**config.mk**
```make
export PLATFORM = sky130hd
export DESIGN_NAME = fmrd_fault_mask
export DESIGN_NICKNAME = d
export VERILOG_FILES = /design/src/fmrd_pkg.sv /design/src/fmrd_fault_mask.sv /design/src/fmrd_led_fault_gate.sv /design/src/fmrd_decode_capture.sv
export VERILOG_INCLUDE_DIRS = /design/src
export SDC_FILE = /design/constraint.sdc
export NUM_CORES = 1
export LEC_CHECK = 0
export BUFFER_PORTS_ARGS = -buffer_cell sky130_fd_sc_hd__buf_2
export CORE_MARGIN = 2
export CORE_UTILIZATION = 40
export CTS_BUF_LIST = sky130_fd_sc_hd__clkbuf_4
export DETAILED_ROUTE_END_ITERATION = 8
export PLACE_DENSITY = 0.75
export SETUP_SLACK_MARGIN = 0.05
export SLEW_MARGIN = 20
export SYNTH_ARGS = -nofsm -noshare
export SYNTH_HDL_FRONTEND = slang
export SYNTH_SLANG_ARGS = --single-unit
```
**constraint.sdc**
```tcl
create_clock -name i_clk -period 1.85 [get_ports i_clk]
set_clock_uncertainty 0.05 [all_clocks]
set_input_delay 0.185 -clock i_clk [delete_from_list [all_inputs] [get_ports i_clk]]
set_output_delay 0.185 -clock i_clk [all_outputs]
set_load 0.05 [all_outputs]
```
**src/fmrd_defines.svh**
```systemverilog
`ifndef FMRD_DEFINES_SVH
`define FMRD_DEFINES_SVH

// Register offsets on the internal register port.
`define FMRD_ADDR_W           7
`define FMRD_OFF_MASK_GEN     7'h0C
`define FMRD_OFF_MASK_LED     7'h0D
`define FMRD_OFF_DEC_STATUS   7'h0E
`define FMRD_OFF_DEC_CODES    7'h0F

// Register data width and reset values.
`define FMRD_DATA_W           13
`define FMRD_RST_MASK_GEN     13'h0000
`define FMRD_RST_MASK_LED     13'h0000
`define FMRD_RST_DEC_STATUS   5'h00
`define FMRD_RST_CODE         4'h0

// Field positions in the general mask register.
`define FMRD_BIT_THERM_WARN   0
`define FMRD_BIT_ADC_ERR      1
`define FMRD_BIT_PUMP         2
`define FMRD_BIT_SHORT        3
`define FMRD_BIT_OPEN         4
`define FMRD_BIT_SERIAL       6
`define FMRD_BIT_TRIP_ACT     12

// Writable bits of the general mask register; the rest read as zero.
`define FMRD_MASK_GEN_WMASK   13'h105F

// Field positions in the decode status and code registers.
`define FMRD_BIT_GRADE_LOW    0
`define FMRD_BIT_ADDR_LOW     1
`define FMRD_BIT_GRADE_HIGH   2
`define FMRD_BIT_ADDR_HIGH    3
`define FMRD_BIT_DONE         4
`define FMRD_CODE_GRADE_LSB   0
`define FMRD_CODE_ADDR_LSB    4

`endif

```
**src/fmrd_pkg.sv**
```systemverilog
`default_nettype none
package fmrd_pkg;
  // Capture state of the resistor decode results.
  typedef enum logic [2:0] {
    FMRD_DEC_WAIT  = 3'b001,
    FMRD_DEC_GRADE = 3'b010,
    FMRD_DEC_DONE  = 3'b100
  } fmrd_dec_state_t;
endpackage
`default_nettype wire

```
**src/fmrd_fault_mask.sv**
```systemverilog
`timescale 1ns/1ns
`default_nettype none
`include "fmrd_defines.svh"
// Function
// - Fault pin low for any unmasked status.
// - Thermal trip closes or opens all switches.
// - Bit 6 masks serial error summary.
// - Bit 4 masks all open detections.
// - Bit 3 masks all short detections.
// - Bit 2 masks pump not ready.
// - Bit 1 masks converter error.
// - Bit 0 masks thermal warning.
// - Per-LED mask hides that LED's faults from the pin only; the summaries still show them.
// - Done bit 4 set after decode.
// - Bit 3: address resistor high or open.
// - Bit 2: grade resistor high or open.
// - Bit 1: address resistor low or shorted.
// - Bit 0: grade resistor low or shorted.
// - Address code bits 7:4 sets identity.
// - Grade code in bits 3:0.
// - Converter error high until grade done.
// - Open summary is OR of opens.
module fmrd_fault_mask
  import fmrd_pkg::*;
#(
  parameter int N_LED = 12
) (
  input  wire logic                     i_clk,              // System clock, 50 MHz.
  input  wire logic                     i_rst,              // Asynchronous reset, active high.
  input  wire logic                     i_reg_wr,           // Register write strobe.
  input  wire logic                     i_reg_rd,           // Register read strobe.
  input  wire logic [`FMRD_ADDR_W-1:0]  i_reg_addr,         // Register address.
  input  wire logic [`FMRD_DATA_W-1:0]  i_reg_wdata,        // Register write data.
  input  wire logic                     i_thermal_warning,  // Latched thermal warning.
  input  wire logic                     i_thermal_trip,     // Latched thermal shutdown.
  input  wire logic                     i_pump_not_ready,   // Charge pump below threshold.
  input  wire logic                     i_serial_error,     // Serial error summary.
  input  wire logic [N_LED-1:0]         i_per_led_open,     // Per-LED open status.
  input  wire logic [N_LED-1:0]         i_per_led_short,    // Per-LED short status.
  input  wire logic [N_LED-1:0]         i_switch_cmd,       // Normal switch closed request.
  input  wire logic                     i_addr_valid,       // Pulse: address read done.
  input  wire logic [3:0]               i_addr_code,        // Decoded address resistor.
  input  wire logic                     i_addr_high,        // Address above range.
  input  wire logic                     i_addr_low,         // Address below range.
  input  wire logic                     i_grade_valid,      // Pulse: grade read done.
  input  wire logic [3:0]               i_grade_code,       // Decoded grade resistor.
  input  wire logic                     i_grade_high,       // Grade above range.
  input  wire logic                     i_grade_low,        // Grade below range.
  output logic [`FMRD_DATA_W-1:0]       o_reg_rdata,        // Read data, valid the cycle after i_reg_rd.
  output logic                          o_fault_out_n,      // Fault pin, active low.
  output logic [N_LED-1:0]              o_switch_closed,    // Bypass switch drive, 1 closes.
  output logic [3:0]                    o_node_identity,    // Serial device identity.
  output logic                          o_open_fault_summary,  // Any LED open.
  output logic                          o_short_fault_summary, // Any LED short.
  output logic                          o_resistor_adc_error   // Converter not finished.
);
  logic [`FMRD_DATA_W-1:0] mask_gen_q;   // General fault masks and trip action.
  logic [`FMRD_DATA_W-1:0] mask_led_q;   // Per-LED fault mask.
  logic [`FMRD_DATA_W-1:0] rdata_q;      // Read data register.
  logic                    fault_n_q;    // Fault pin register.
  logic [N_LED-1:0]        sw_q;         // Switch drive register.
  logic [3:0]              ident_q;      // Identity register.
  logic                    open_sum_q;   // Open summary register.
  logic                    short_sum_q;  // Short summary register.
  logic                    adc_err_q;    // Converter error register.

  logic [4:0] dec_status;  // Captured decode flags.
  logic [3:0] dec_addr;    // Captured address code.
  logic [3:0] dec_grade;   // Captured grade code.
  logic       adc_err;     // Converter still busy.
  logic       open_any;    // Unmasked open summary.
  logic       short_any;   // Unmasked short summary.
  logic       open_unmsk;  // Open through the LED mask.
  logic       short_unmsk; // Short through the LED mask.

  // Address decode as named wires.
  wire sel_gen  = (i_reg_addr == `FMRD_OFF_MASK_GEN);
  wire sel_led  = (i_reg_addr == `FMRD_OFF_MASK_LED);
  wire sel_stat = (i_reg_addr == `FMRD_OFF_DEC_STATUS);
  wire sel_code = (i_reg_addr == `FMRD_OFF_DEC_CODES);

  // Mask bit taps.
  wire msk_warn   = mask_gen_q[`FMRD_BIT_THERM_WARN];
  wire msk_adc    = mask_gen_q[`FMRD_BIT_ADC_ERR];
  wire msk_pump   = mask_gen_q[`FMRD_BIT_PUMP];
  wire msk_short  = mask_gen_q[`FMRD_BIT_SHORT];
  wire msk_open   = mask_gen_q[`FMRD_BIT_OPEN];
  wire msk_serial = mask_gen_q[`FMRD_BIT_SERIAL];
  wire trip_act   = mask_gen_q[`FMRD_BIT_TRIP_ACT];

  // Each source is gated only on its way to the pin, never in status.
  wire flt_warn   = i_thermal_warning & ~msk_warn;
  wire flt_adc    = adc_err & ~msk_adc;
  wire flt_pump   = i_pump_not_ready & ~msk_pump;
  wire flt_short  = short_unmsk & ~msk_short;
  wire flt_open   = open_unmsk & ~msk_open;
  wire flt_serial = i_serial_error & ~msk_serial;
  // The shutdown flag always reaches the pin; it has no mask bit.
  wire fault_any  = flt_warn | flt_adc | flt_pump | flt_short |
                    flt_open | flt_serial | i_thermal_trip;

  // A trip overrides every switch with the same chosen state.
  wire [N_LED-1:0] sw_d = i_thermal_trip ? {N_LED{~trip_act}} : i_switch_cmd;

  // Read mux; unmapped addresses and reserved bits read zero.
  wire [`FMRD_DATA_W-1:0] code_word =
    `FMRD_DATA_W'({dec_addr, dec_grade});
  wire [`FMRD_DATA_W-1:0] rdata_d =
    sel_gen  ? mask_gen_q :
    sel_led  ? mask_led_q :
    sel_stat ? `FMRD_DATA_W'(dec_status) :
    sel_code ? code_word : '0;

  fmrd_led_fault_gate #(
    .N_LED (N_LED)
  ) u_led_gate (
    .i_open_stat   (i_per_led_open),
    .i_short_stat  (i_per_led_short),
    .i_led_mask    (mask_led_q[N_LED-1:0]),
    .o_open_any    (open_any),
    .o_short_any   (short_any),
    .o_open_unmsk  (open_unmsk),
    .o_short_unmsk (short_unmsk)
  );

  fmrd_decode_capture u_decode (
    .i_clk         (i_clk),
    .i_rst         (i_rst),
    .i_addr_valid  (i_addr_valid),
    .i_addr_code   (i_addr_code),
    .i_addr_high   (i_addr_high),
    .i_addr_low    (i_addr_low),
    .i_grade_valid (i_grade_valid),
    .i_grade_code  (i_grade_code),
    .i_grade_high  (i_grade_high),
    .i_grade_low   (i_grade_low),
    .o_status      (dec_status),
    .o_addr        (dec_addr),
    .o_grade       (dec_grade),
    .o_adc_error   (adc_err)
  );

  // Writable registers; only documented bits are stored.
  always_ff @(posedge i_clk or posedge i_rst) begin
    if (i_rst) begin
      mask_gen_q <= `FMRD_RST_MASK_GEN;
      mask_led_q <= `FMRD_RST_MASK_LED;
    end else if (i_reg_wr) begin
      if (sel_gen) mask_gen_q <= i_reg_wdata & `FMRD_MASK_GEN_WMASK;
      if (sel_led) mask_led_q <= `FMRD_DATA_W'(i_reg_wdata[N_LED-1:0]);
    end
  end

  // Read data is held until the next read strobe.
  always_ff @(posedge i_clk or posedge i_rst) begin
    if (i_rst) rdata_q <= '0;
    else if (i_reg_rd) rdata_q <= rdata_d;
  end

  // Pin and status outputs, all registered. The pin is released in reset
  // so the host never sees a false fault during power-up.
  always_ff @(posedge i_clk or posedge i_rst) begin
    if (i_rst) begin
      fault_n_q   <= 1'b1;
      sw_q        <= '0;
      ident_q     <= `FMRD_RST_CODE;
      open_sum_q  <= 1'b0;
      short_sum_q <= 1'b0;
      adc_err_q   <= 1'b1;
    end else begin
      fault_n_q   <= ~fault_any;
      sw_q        <= sw_d;
      ident_q     <= dec_addr;
      open_sum_q  <= open_any;
      short_sum_q <= short_any;
      adc_err_q   <= adc_err;
    end
  end

  assign o_reg_rdata           = rdata_q;
  assign o_fault_out_n         = fault_n_q;
  assign o_switch_closed       = sw_q;
  assign o_node_identity       = ident_q;
  assign o_open_fault_summary  = open_sum_q;
  assign o_short_fault_summary = short_sum_q;
  assign o_resistor_adc_error  = adc_err_q;
endmodule // fmrd_fault_mask
`default_nettype wire

```
**src/fmrd_led_fault_gate.sv**
```systemverilog
`timescale 1ns/1ns
`default_nettype none
// Folds per-LED open and short status through the per-LED mask.
module fmrd_led_fault_gate #(
  parameter int N_LED = 12
) (
  input  wire logic [N_LED-1:0] i_open_stat,   // Per-LED open status.
  input  wire logic [N_LED-1:0] i_short_stat,  // Per-LED short status.
  input  wire logic [N_LED-1:0] i_led_mask,    // Per-LED fault mask.
  output logic                  o_open_any,    // Any LED open, unmasked.
  output logic                  o_short_any,   // Any LED short, unmasked.
  output logic                  o_open_unmsk,  // Open fault passing the LED mask.
  output logic                  o_short_unmsk  // Short fault passing the LED mask.
);
  logic [N_LED-1:0] open_pass;   // Opens from unmasked LEDs.
  logic [N_LED-1:0] short_pass;  // Shorts from unmasked LEDs.

  // One gate per LED; a set mask bit hides that LED from the pin only.
  for (genvar g = 0; g < N_LED; g++) begin : g_led
    assign open_pass[g]  = i_open_stat[g] & ~i_led_mask[g];
    assign short_pass[g] = i_short_stat[g] & ~i_led_mask[g];
  end

  // The summaries ignore the LED mask so the status stays readable.
  assign o_open_any    = |i_open_stat;
  assign o_short_any   = |i_short_stat;
  assign o_open_unmsk  = |open_pass;
  assign o_short_unmsk = |short_pass;
endmodule // fmrd_led_fault_gate
`default_nettype wire

```
**src/fmrd_decode_capture.sv**
```systemverilog
`timescale 1ns/1ns
`default_nettype none
`include "fmrd_defines.svh"
// Holds the resistor-sense converter results once each read completes.
module fmrd_decode_capture
  import fmrd_pkg::*;
(
  input  wire logic       i_clk,         // System clock.
  input  wire logic       i_rst,         // Asynchronous reset, active high.
  input  wire logic       i_addr_valid,  // Pulse: address read finished.
  input  wire logic [3:0] i_addr_code,   // Decoded address resistor.
  input  wire logic       i_addr_high,   // Address resistor above range or open.
  input  wire logic       i_addr_low,    // Address resistor below range or shorted.
  input  wire logic       i_grade_valid, // Pulse: grade read finished.
  input  wire logic [3:0] i_grade_code,  // Decoded grade resistor.
  input  wire logic       i_grade_high,  // Grade resistor above range or open.
  input  wire logic       i_grade_low,   // Grade resistor below range or shorted.
  output logic [4:0]      o_status,      // Done and range flags.
  output logic [3:0]      o_addr,        // Captured address code.
  output logic [3:0]      o_grade,       // Captured grade code.
  output logic            o_adc_error    // High until the grade read finishes.
);
  fmrd_dec_state_t state_q;   // Capture progress.
  fmrd_dec_state_t state_d;   // Next capture progress.
  logic [4:0]      status_q;  // Status flags.
  logic [3:0]      addr_q;    // Address code.
  logic [3:0]      grade_q;   // Grade code.

  // Address must arrive first; a grade pulse before it is ignored; grade completion ends the sequence.
  always_comb begin
    state_d = state_q;
    unique case (state_q)
      FMRD_DEC_WAIT:  if (i_addr_valid) state_d = FMRD_DEC_GRADE;
      FMRD_DEC_GRADE: if (i_grade_valid) state_d = FMRD_DEC_DONE;
      FMRD_DEC_DONE:  state_d = FMRD_DEC_DONE;
      default:        state_d = FMRD_DEC_WAIT;
    endcase
  end

  // Results are latched once; later pulses cannot disturb the identity.
  always_ff @(posedge i_clk or posedge i_rst) begin
    if (i_rst) begin
      state_q  <= FMRD_DEC_WAIT;
      status_q <= `FMRD_RST_DEC_STATUS;
      addr_q   <= `FMRD_RST_CODE;
      grade_q  <= `FMRD_RST_CODE;
    end else begin
      state_q <= state_d;
      if (state_q == FMRD_DEC_WAIT && i_addr_valid) begin
        addr_q                        <= i_addr_code;
        status_q[`FMRD_BIT_ADDR_HIGH] <= i_addr_high;
        status_q[`FMRD_BIT_ADDR_LOW]  <= i_addr_low;
      end
      if (state_q == FMRD_DEC_GRADE && i_grade_valid) begin
        grade_q                        <= i_grade_code;
        status_q[`FMRD_BIT_GRADE_HIGH] <= i_grade_high;
        status_q[`FMRD_BIT_GRADE_LOW]  <= i_grade_low;
        status_q[`FMRD_BIT_DONE]       <= 1'b1;
      end
    end
  end

  assign o_status    = status_q;
  assign o_addr      = addr_q;
  assign o_grade     = grade_q;
  assign o_adc_error = (state_q != FMRD_DEC_DONE);
endmodule // fmrd_decode_capture
`default_nettype wire

```
After elaboration in Yosys (flattened, before gate mapping):

Index checks and enable logic that the tools add are counted.

* $add $sub $neg: 0
* $mul: 0
* div/mod/pow operators: 0
* order comparisons: 0
* equal/unequal tests: 10
* shift operators: 0
* mux-type cells: 8
* bitwise gates (word level): 56
* reductions and logical operators: 9

Operator list (count)
* OR reduction 12 bit: 4
* AND 1 bit: 30
* == test 7 x 4 -> 1 bit (second input constant): 4
* 2-to-1 mux 12 bit: 2
* inverter 1 bit: 20
* 2-to-1 mux 8 bit: 2
* 2-to-1 mux 13 bit: 1
* case mux 3 bit (3 select lines): 1
* 2-to-1 mux 3 bit: 2
* bitwise OR 1 bit: 6
* AND reduction 2 bit: 3
* inequality test 2 bit (second input constant): 2
* == test 3 x 1 -> 1 bit (second input constant): 1
* == test 3 x 2 -> 1 bit (second input constant): 1
* == test 3 bit (second input constant): 1
* inequality test 3 bit (second input constant): 1
* logical AND 1 bit: 2

* bits in registers: 68
* bits in latches: 0
* bits in writable memories: 0
* bits in read-only memories: 0
* input port bits: 78
* logic and storage cells: 97
* memories: 0

Logic depth before layout (Yosys ltp):

Gate-level depths: netlist (run 1).

* word-level depth: 9
* depth in mapped cells: 6

Hierarchy:

A second synthesis (run 1) with hierarchy kept.

* cells, all modules: 224
* area, all modules: 3061.7 um^2

By module, submodules not included
* fmrd_fault_mask: instances 1, cells an instance 142, area an instance 2142.1 um^2, sequential area each 1303.8 um^2
* fmrd_decode_capture: instances 1, cells an instance 44, area an instance 674.4 um^2, sequential area each 401.6 um^2
* fmrd_led_fault_gate: instances 1, cells an instance 38, area an instance 245.2 um^2, sequential area each 0.0 um^2

Worst setup path after synthesis (run 1):

No wires, ideal clock.

* path kind: in2reg
* from: input i_reg_addr[5]
* to: register mask_led_q[0]
* setup time: 125 ps
* arrival: 1411 ps
* setup slack: 264 ps
* stages: 6
* path buffers: 2
* cell sequence: nor4b_4 > and3b_1 > buf_6 > and3_4 > buf_12 > mux2_4

* cells in the longest elaborated chain, start to end: 2

RTL lines
* from (decl): RTL line fmrd_fault_mask.sv:32 `` input wire logic [`FMRD_ADDR_W-1:0] i_reg_addr, ``
* == test 7 x 4 -> 1 bit (no source line)
* AND reduction 2 bit (no source line)
* to (signal assigned): RTL line fmrd_fault_mask.sv:147 `` mask_led_q <= `FMRD_RST_MASK_LED; ``
* to (signal assigned): RTL line fmrd_fault_mask.sv:150 `` if (sel_led) mask_led_q <= `FMRD_DATA_W'(i_reg_wdata[N_LED-1:0]); ``
* to (decl): RTL line fmrd_fault_mask.sv:58 `` logic [`FMRD_DATA_W-1:0] mask_led_q; ``

Every way passes these cells.
A chain may end at the register's enable or synchronous reset.

Final worst setup path (run 1):

* from: register u_decode.state_q[1]
* to: register u_decode.state_q[1]

* cells in the longest elaborated chain, start to end: 3
* elaborated cells on any way between the ends: 7
* classes of those cells: eq/ne: 5; mux: 1; reduce/logical: 1

RTL lines
* from (decl): RTL line fmrd_decode_capture.sv:23 `fmrd_dec_state_t state_q;`
* from (signal assigned): RTL line fmrd_decode_capture.sv:48 `state_q <= state_d;`
* == test 3 x 2 -> 1 bit / == test 3 x 1 -> 1 bit (equally long branches): RTL line fmrd_decode_capture.sv:32 `unique case (state_q)`
* inequality test 2 bit (no source line)
* AND reduction 2 bit (no source line)

Several ways; a longest one is shown, not always the timed one.

==> flow_summary.json, run 1 <==
{
  "status": "finished, final reports clean",
  "slew_viol_final": 0,
  "num-fill-cells": 622,
  "fin_nets": 492,
  "synth.ff_latch_count": 68,
  "min_from": "i_per_led_short[8]",
  "required_ps": 2170,
  "drt_pass1_iterations": 4,
  "insertion_delay_ps": 430,
  "syn_nets": 321,
  "dieArea_mm2": 0.00818,
  "routabilityCongestion": 0.903,
  "pre_cts_slack_ps": 101,
  "crit_fanout": 6,
  "highest_layer": "met4",
  "hold_depth": 4,
  "r2r_slack_ps": 140,
  "slowest_stage": "dlygate4sd3_1",
  "area_growth_pct": 43.8,
  "place_area_mm2": 0.00366,
  "end_kind": "register",
  "diodes": 0,
  "syn_area_mm2": 0.00299,
  "grt_usage_pct": 21.8,
  "fin_area_mm2": 0.00430,
  "postCtsResizedCells": 0,
  "period_share_pct": 92.6,
  "ioPinCount": 111,
  "fp.dieH_um": 90.5,
  "clkTransAtPathRegs_ps": 100,
  "drive_above_1_share_pct": 40.6,
  "grt.overflow.total": 0,
  "vias": 2609,
  "fin_tns_setup_ps": 0,
  "slowest_delay_ps": 550,
  "cp_top_family": "buffers and inverters",
  "path_class": "reg -> reg",
  "finalHoldViolations": 0,
  "grt_pass1_vias": 2859,
  "rr_endpoint": "u_decode.state_q[1]",
  "ant_nets": 0,
  "dpl.cell_count": 449,
  "start_util_pct": 41.2,
  "min_path_type": "in -> reg",
  "setup_viol": 0,
  "p_leak_uw": 0.00209,
  "p_per_area_mw_per_mm2": 865,
  "mostFrequentLayoutCells": "buf_2 (110), dfrtp_1 (65), dlygate4sd3_1 (53)",
  "cts_buffers": 9,
  "h-tree-depth": 3,
  "post_cts_buffers": 0,
  "met3WireLength_um": 674,
  "reg2reg_from": "u_decode.state_q[1]",
  "synthDistinctLibCells": 33,
  "max_cap_viol_count": 0,
  "yosysSeqAreaShare_pct": 57.0,
  "dpl.hpwl_mm": 5.98,
  "avgSynthCellArea_um2": 12.3,
  "wl_mm": 8.49,
  "die_x_um": 90.5,
  "path_buf_inv": 1,
  "antenna_found_initial": 0,
  "grt_pass1_wl_mm": 13.7,
  "wl_per_cell_um": 16.4,
  "drt_iter0_drc": 131,
  "fin_cells": 518,
  "yosys_warnings": 0,
  "grt_max_degree": 29,
  "layout_setup_ws_ps": 138,
  "critPathArrivalTime_ps": 2030,
  "remaining_drc_errors": 0,
  "fmax_mhz": 584,
  "cp_cell_sequence": "or3b_2 -> a21oi_1 -> dlygate4sd3_1",
  "period_needed_ps": 1710,
  "wl_met1_mm": 3.51,
  "io_buffers": 110,
  "utilization_pct": 59.3,
  "viasPerCell": 5.04,
  "rsz0062_at_grt": "no",
  "final_common_cell": "buf_2",
  "worst-r2r-cell-count": 3,
  "slew-limit-headroom_pct": 61.1,
  "cts.sinks": 68,
  "cts_max_path_buffers": 2,
  "coreArea_mm2": 0.00725,
  "ir_worst_vdd_mv": 0.557,
  "hold_end": "o_fault_out_n",
  "wl_met2_mm": 4.03,
  "worst_pin_slew_ps": 569,
  "row_count": 31,
  "root_buffer": "clkbuf_4",
  "cts_tree": "yes",
  "critPathLaunchType": "register",
  "synth_cells": 243
}
[power breakdown]
group	total [µW]	switching, µW	internal [µW]
registers	1950	193	1760
clock network	806	498	307
logic	963	511	452
total	3720	1200	2520
[flip-flops by register name (all words and copies together) (netlist names)]
name / flops
o_reg_rdata: 13
mask_led_q: 12
o_switch_closed: 12
mask_gen_q: 7
u_decode.o_status: 5
o_node_identity: 4
u_decode.o_addr: 4
u_decode.o_grade: 4
u_decode.state_q: 3
o_fault_out_n: 1
o_open_fault_summary: 1
o_resistor_adc_error: 1
o_short_fault_summary: 1
[metal layers]
metal	global-route usage (%)	vias up
met5	0	-
met4	11.7	0
met3	7.35	24
met2	35.4	121
met1	25.4	1248
li1	-	1216
[worst max-delay path by stage]
stage	slack, ps	startpoint	to	cells after the start
2_1_floorplan	260	i_reg_addr[5]	mask_led_q[0]	6
3_3_place_gp	140	i_reg_addr[5]	mask_led_q[2]	5
3_5_place_dp	100	i_reg_addr[5]	mask_led_q[3]	5
4_1_cts	170	u_decode.state_q[1]	u_decode.state_q[1]	3
5_1_grt	70	u_decode.state_q[1]	u_decode.state_q[1]	3
6_report	140	u_decode.state_q[1]	u_decode.state_q[1]	3
[cell type report]
cell class | instances | area, µm² | share of cell area [%]
clock buffer | 12 | 90.1 | 2.09
clock inverter | 4 | 16.3 | 0.378
timing repair buffer | 169 | 1140 | 26.5
multi-input combinational | 143 | 1140 | 26.4
tap | 99 | 124 | 2.88
inverter | 23 | 90.1 | 2.09
sequential | 68 | 1710 | 39.6
[per-stage QoR]
step | hold slack [ps] | total power (µW)
finish | 59.4 | 3720
detailed placement | 170 | 2850
floorplan | 242 | 2530
global route | 47.7 | 3920
CTS | 39.6 | 3740
global placement | 168 | 2820
[synthesized netlist by cell type, drive strengths merged]
master | n | share of area (%)
nand3b | 3 | 0.88
nor3b | 1 | 0.63
nor2b | 18 | 3.8
a22oi | 3 | 0.75
nor2 | 9 | 1.1
nor4bb | 1 | 0.33
a2111oi | 10 | 2.9
a41oi | 1 | 0.29
inv | 23 | 2.9
nand3 | 4 | 0.67
a31oi | 3 | 0.63
nand2b | 5 | 1.0
or2 | 1 | 0.21
a221o | 7 | 2.3
nor4 | 7 | 1.5
nand2 | 6 | 0.75
and3 | 2 | 0.59
clkbuf | 4 | 0.50
buf | 5 | 1.5
nor4b | 1 | 0.79
dfrtp | 65 | 54
a21oi | 9 | 1.5
a22o | 5 | 1.5
o21ai | 14 | 2.3
and3b | 1 | 0.29
mux2 | 31 | 13
dfstp | 3 | 2.6
or3b | 1 | 0.29
[worst min-delay path, delay by kind of cell]
kind | cells | cell delay, ps
AOI/OAI and AO/OA | 2 | 200
buffers and inverters | 1 | 90
and+or+nand+nor | 1 | 60
[cells by family after synthesis]
group | share of synthesized area (%)
buffers and inverters | 4.94
multiplexers | 12.9
flip-flops | 57.0
AND/OR/NAND/NOR | 12.8
AO/OA/AOI/OAI | 12.3
[repair_timing]
item                                    CTS  global route
endpoints found under the setup margin    0             0
hold endpoints to repair                 60             0
hold buffers                             53             0
Power figures use the tool's default switching activity.
==> run 2, diff against run 1 <==
- CORE_MARGIN: 2 -> 4
==> run 2 against run 1 <==
- utilization shrank 0.28 points
- routed wire length grew 0.82%
- design area shrank 0.47%
- first-iteration DRC count shrank 25%
- largest cell class unchanged
- flip-flop and latch count is the same
- via count shrank 0.65%
==> flow_summary.json, run 2 (synthesized netlist as in run 1, its figures left out) <==
{
  "grt_usage_pct": 20.2,
  "cts_tree": "yes",
  "min_from": "i_per_led_short[10]",
  "crit_fanout": 6,
  "viasPerCell": 5.03,
  "wl_mm": 8.56,
  "final_common_cell": "buf_2",
  "row_count": 31,
  "cts_max_path_buffers": 2,
  "wl_met2_mm": 4.19,
  "vias": 2592,
  "coreArea_mm2": 0.00725,
  "grt_pass1_wl_mm": 13.7,
  "finalHoldViolations": 0,
  "ant_nets": 0,
  "largest_reg_flops": 13,
  "ir_worst_vdd_mv": 0.557,
  "dpl.cell_count": 447,
  "slew_viol_final": 0,
  "required_ps": 2150,
  "drt_pass1_iterations": 6,
  "fmax_mhz": 586,
  "slew-limit-headroom_pct": 65.0,
  "reg2reg_from": "u_decode.state_q[1]",
  "area_growth_pct": 43.2,
  "wl_per_cell_um": 16.6,
  "critPathLaunchType": "register",
  "fin_cells": 515,
  "period_needed_ps": 1710,
  "clkTransAtPathRegs_ps": 110,
  "multi_input_area_mm2": 0.00114,
  "post_cts_buffers": 0,
  "setup_viol": 0,
  "status": "finished, final reports clean",
  "min_path_type": "in -> reg",
  "r2r_slack_ps": 140,
  "fin_nets": 490,
  "antenna_found_initial": 0,
  "ioPinCount": 111,
  "dieArea_mm2": 0.00892,
  "start_util_pct": 41.2,
  "drt_iter0_drc": 98,
  "diodes": 0,
  "fp.dieH_um": 94.5,
  "worst-r2r-cell-count": 3,
  "mostFrequentLayoutCells": "buf_2 (110), dfrtp_1 (65), dlygate4sd3_1 (53)",
  "p_leak_uw": 0.00208,
  "path_class": "reg -> reg",
  "rr_endpoint": "u_decode.state_q[1]",
  "p_per_area_mw_per_mm2": 859,
  "grt_pass1_vias": 2821,
  "cts_buffers": 9,
  "wl_met1_mm": 3.53,
  "worst_pin_slew_ps": 512,
  "critPathArrivalTime_ps": 2000,
  "register_area_mm2": 0.00171,
  "hold_end": "o_fault_out_n",
  "routabilityCongestion": 0.862,
  "met3WireLength_um": 782,
  "cts.sinks": 68,
  "drive_above_1_share_pct": 40.4,
  "h-tree-depth": 3,
  "remaining_drc_errors": 0,
  "dpl.hpwl_mm": 6.14,
  "max_cap_viol_count": 0,
  "num-fill-cells": 614,
  "root_buffer": "clkbuf_4",
  "hold_depth": 4,
  "die_x_um": 94.5,
  "grt_max_degree": 50,
  "highest_layer": "met4",
  "insertion_delay_ps": 400,
  "hold_ws_ps": 63.9,
  "period_share_pct": 92.2,
  "end_kind": "register",
  "grt.overflow.total": 0,
  "io_buffers": 110
}
[run 2: cell count changes in the layout (fill, tap and decap cells not counted), sizes merged]
cell    before  now
clkbuf      12   11
buf        116  114
[run 2: area by class of cell]
cell class	instances	share of cell area (%)
clock buffers	11	1.93
flip-flops and latches	68	39.8
clock inverters	4	0.409
repair buffers	167	26.2
well taps	99	2.89
multi-input cells	143	26.6
inverters	23	2.10
[run 2: worst max-delay path by stage]
stage	from	slack (ps)	end
CTS	u_decode.state_q[1]	150	u_decode.state_q[1]
global route	mask_gen_q[2]	-5	o_fault_out_n
floorplan	i_reg_addr[5]	260	mask_led_q[0]
detailed placement	i_reg_addr[5]	100	mask_led_q[2]
finish	u_decode.state_q[1]	140	u_decode.state_q[1]
global placement	i_reg_addr[5]	140	mask_led_q[3]
[run 2: per-layer routing]
metal	track usage, %	up-vias
li1	-	1221
met1	23.6	1262
met2	35.1	103
met3	8.29	6
met4	4.33	0
met5	0	-
[run 2: timing repair]
action / CTS / global route
hold buffers: 53 / 0
endpoints found under the hold margin: 65 / 0
endpoints found under the setup margin: 0 / 1
resized for setup: 0 / 1
[run 2: per-stage QoR]
stage                     area (µm²)  setup slack (ps)  setup TNS, ps  total power, µW  utilization, %
final                           4280               143              0             3680            59.0
after global routing            4280             -5.36          -5.36             3890            59.0
after CTS                       4280               148              0             3720            59.0
after detailed placement        3650              99.6              0             2850            50.3
after global placement          3650               143              0             2810            50.3
after floorplan                 2990               264              0             2530               -
[run 2: critical path, cell delays in order, from the launching register on]
cell           delay (ps)
dfrtp_1               430
or3b_2                450
a21oi_1               150
dlygate4sd3_1         560
[run 2: power breakdown]
group / leakage (µW) / total, µW / internal [µW] / switching [µW]
Sequential: 0.000847 / 1940 / 1760 / 183
Clock: 0.0000616 / 763 / 287 / 476
Combinational: 0.00117 / 974 / 451 / 523
Total: 0.00208 / 3680 / 2500 / 1180
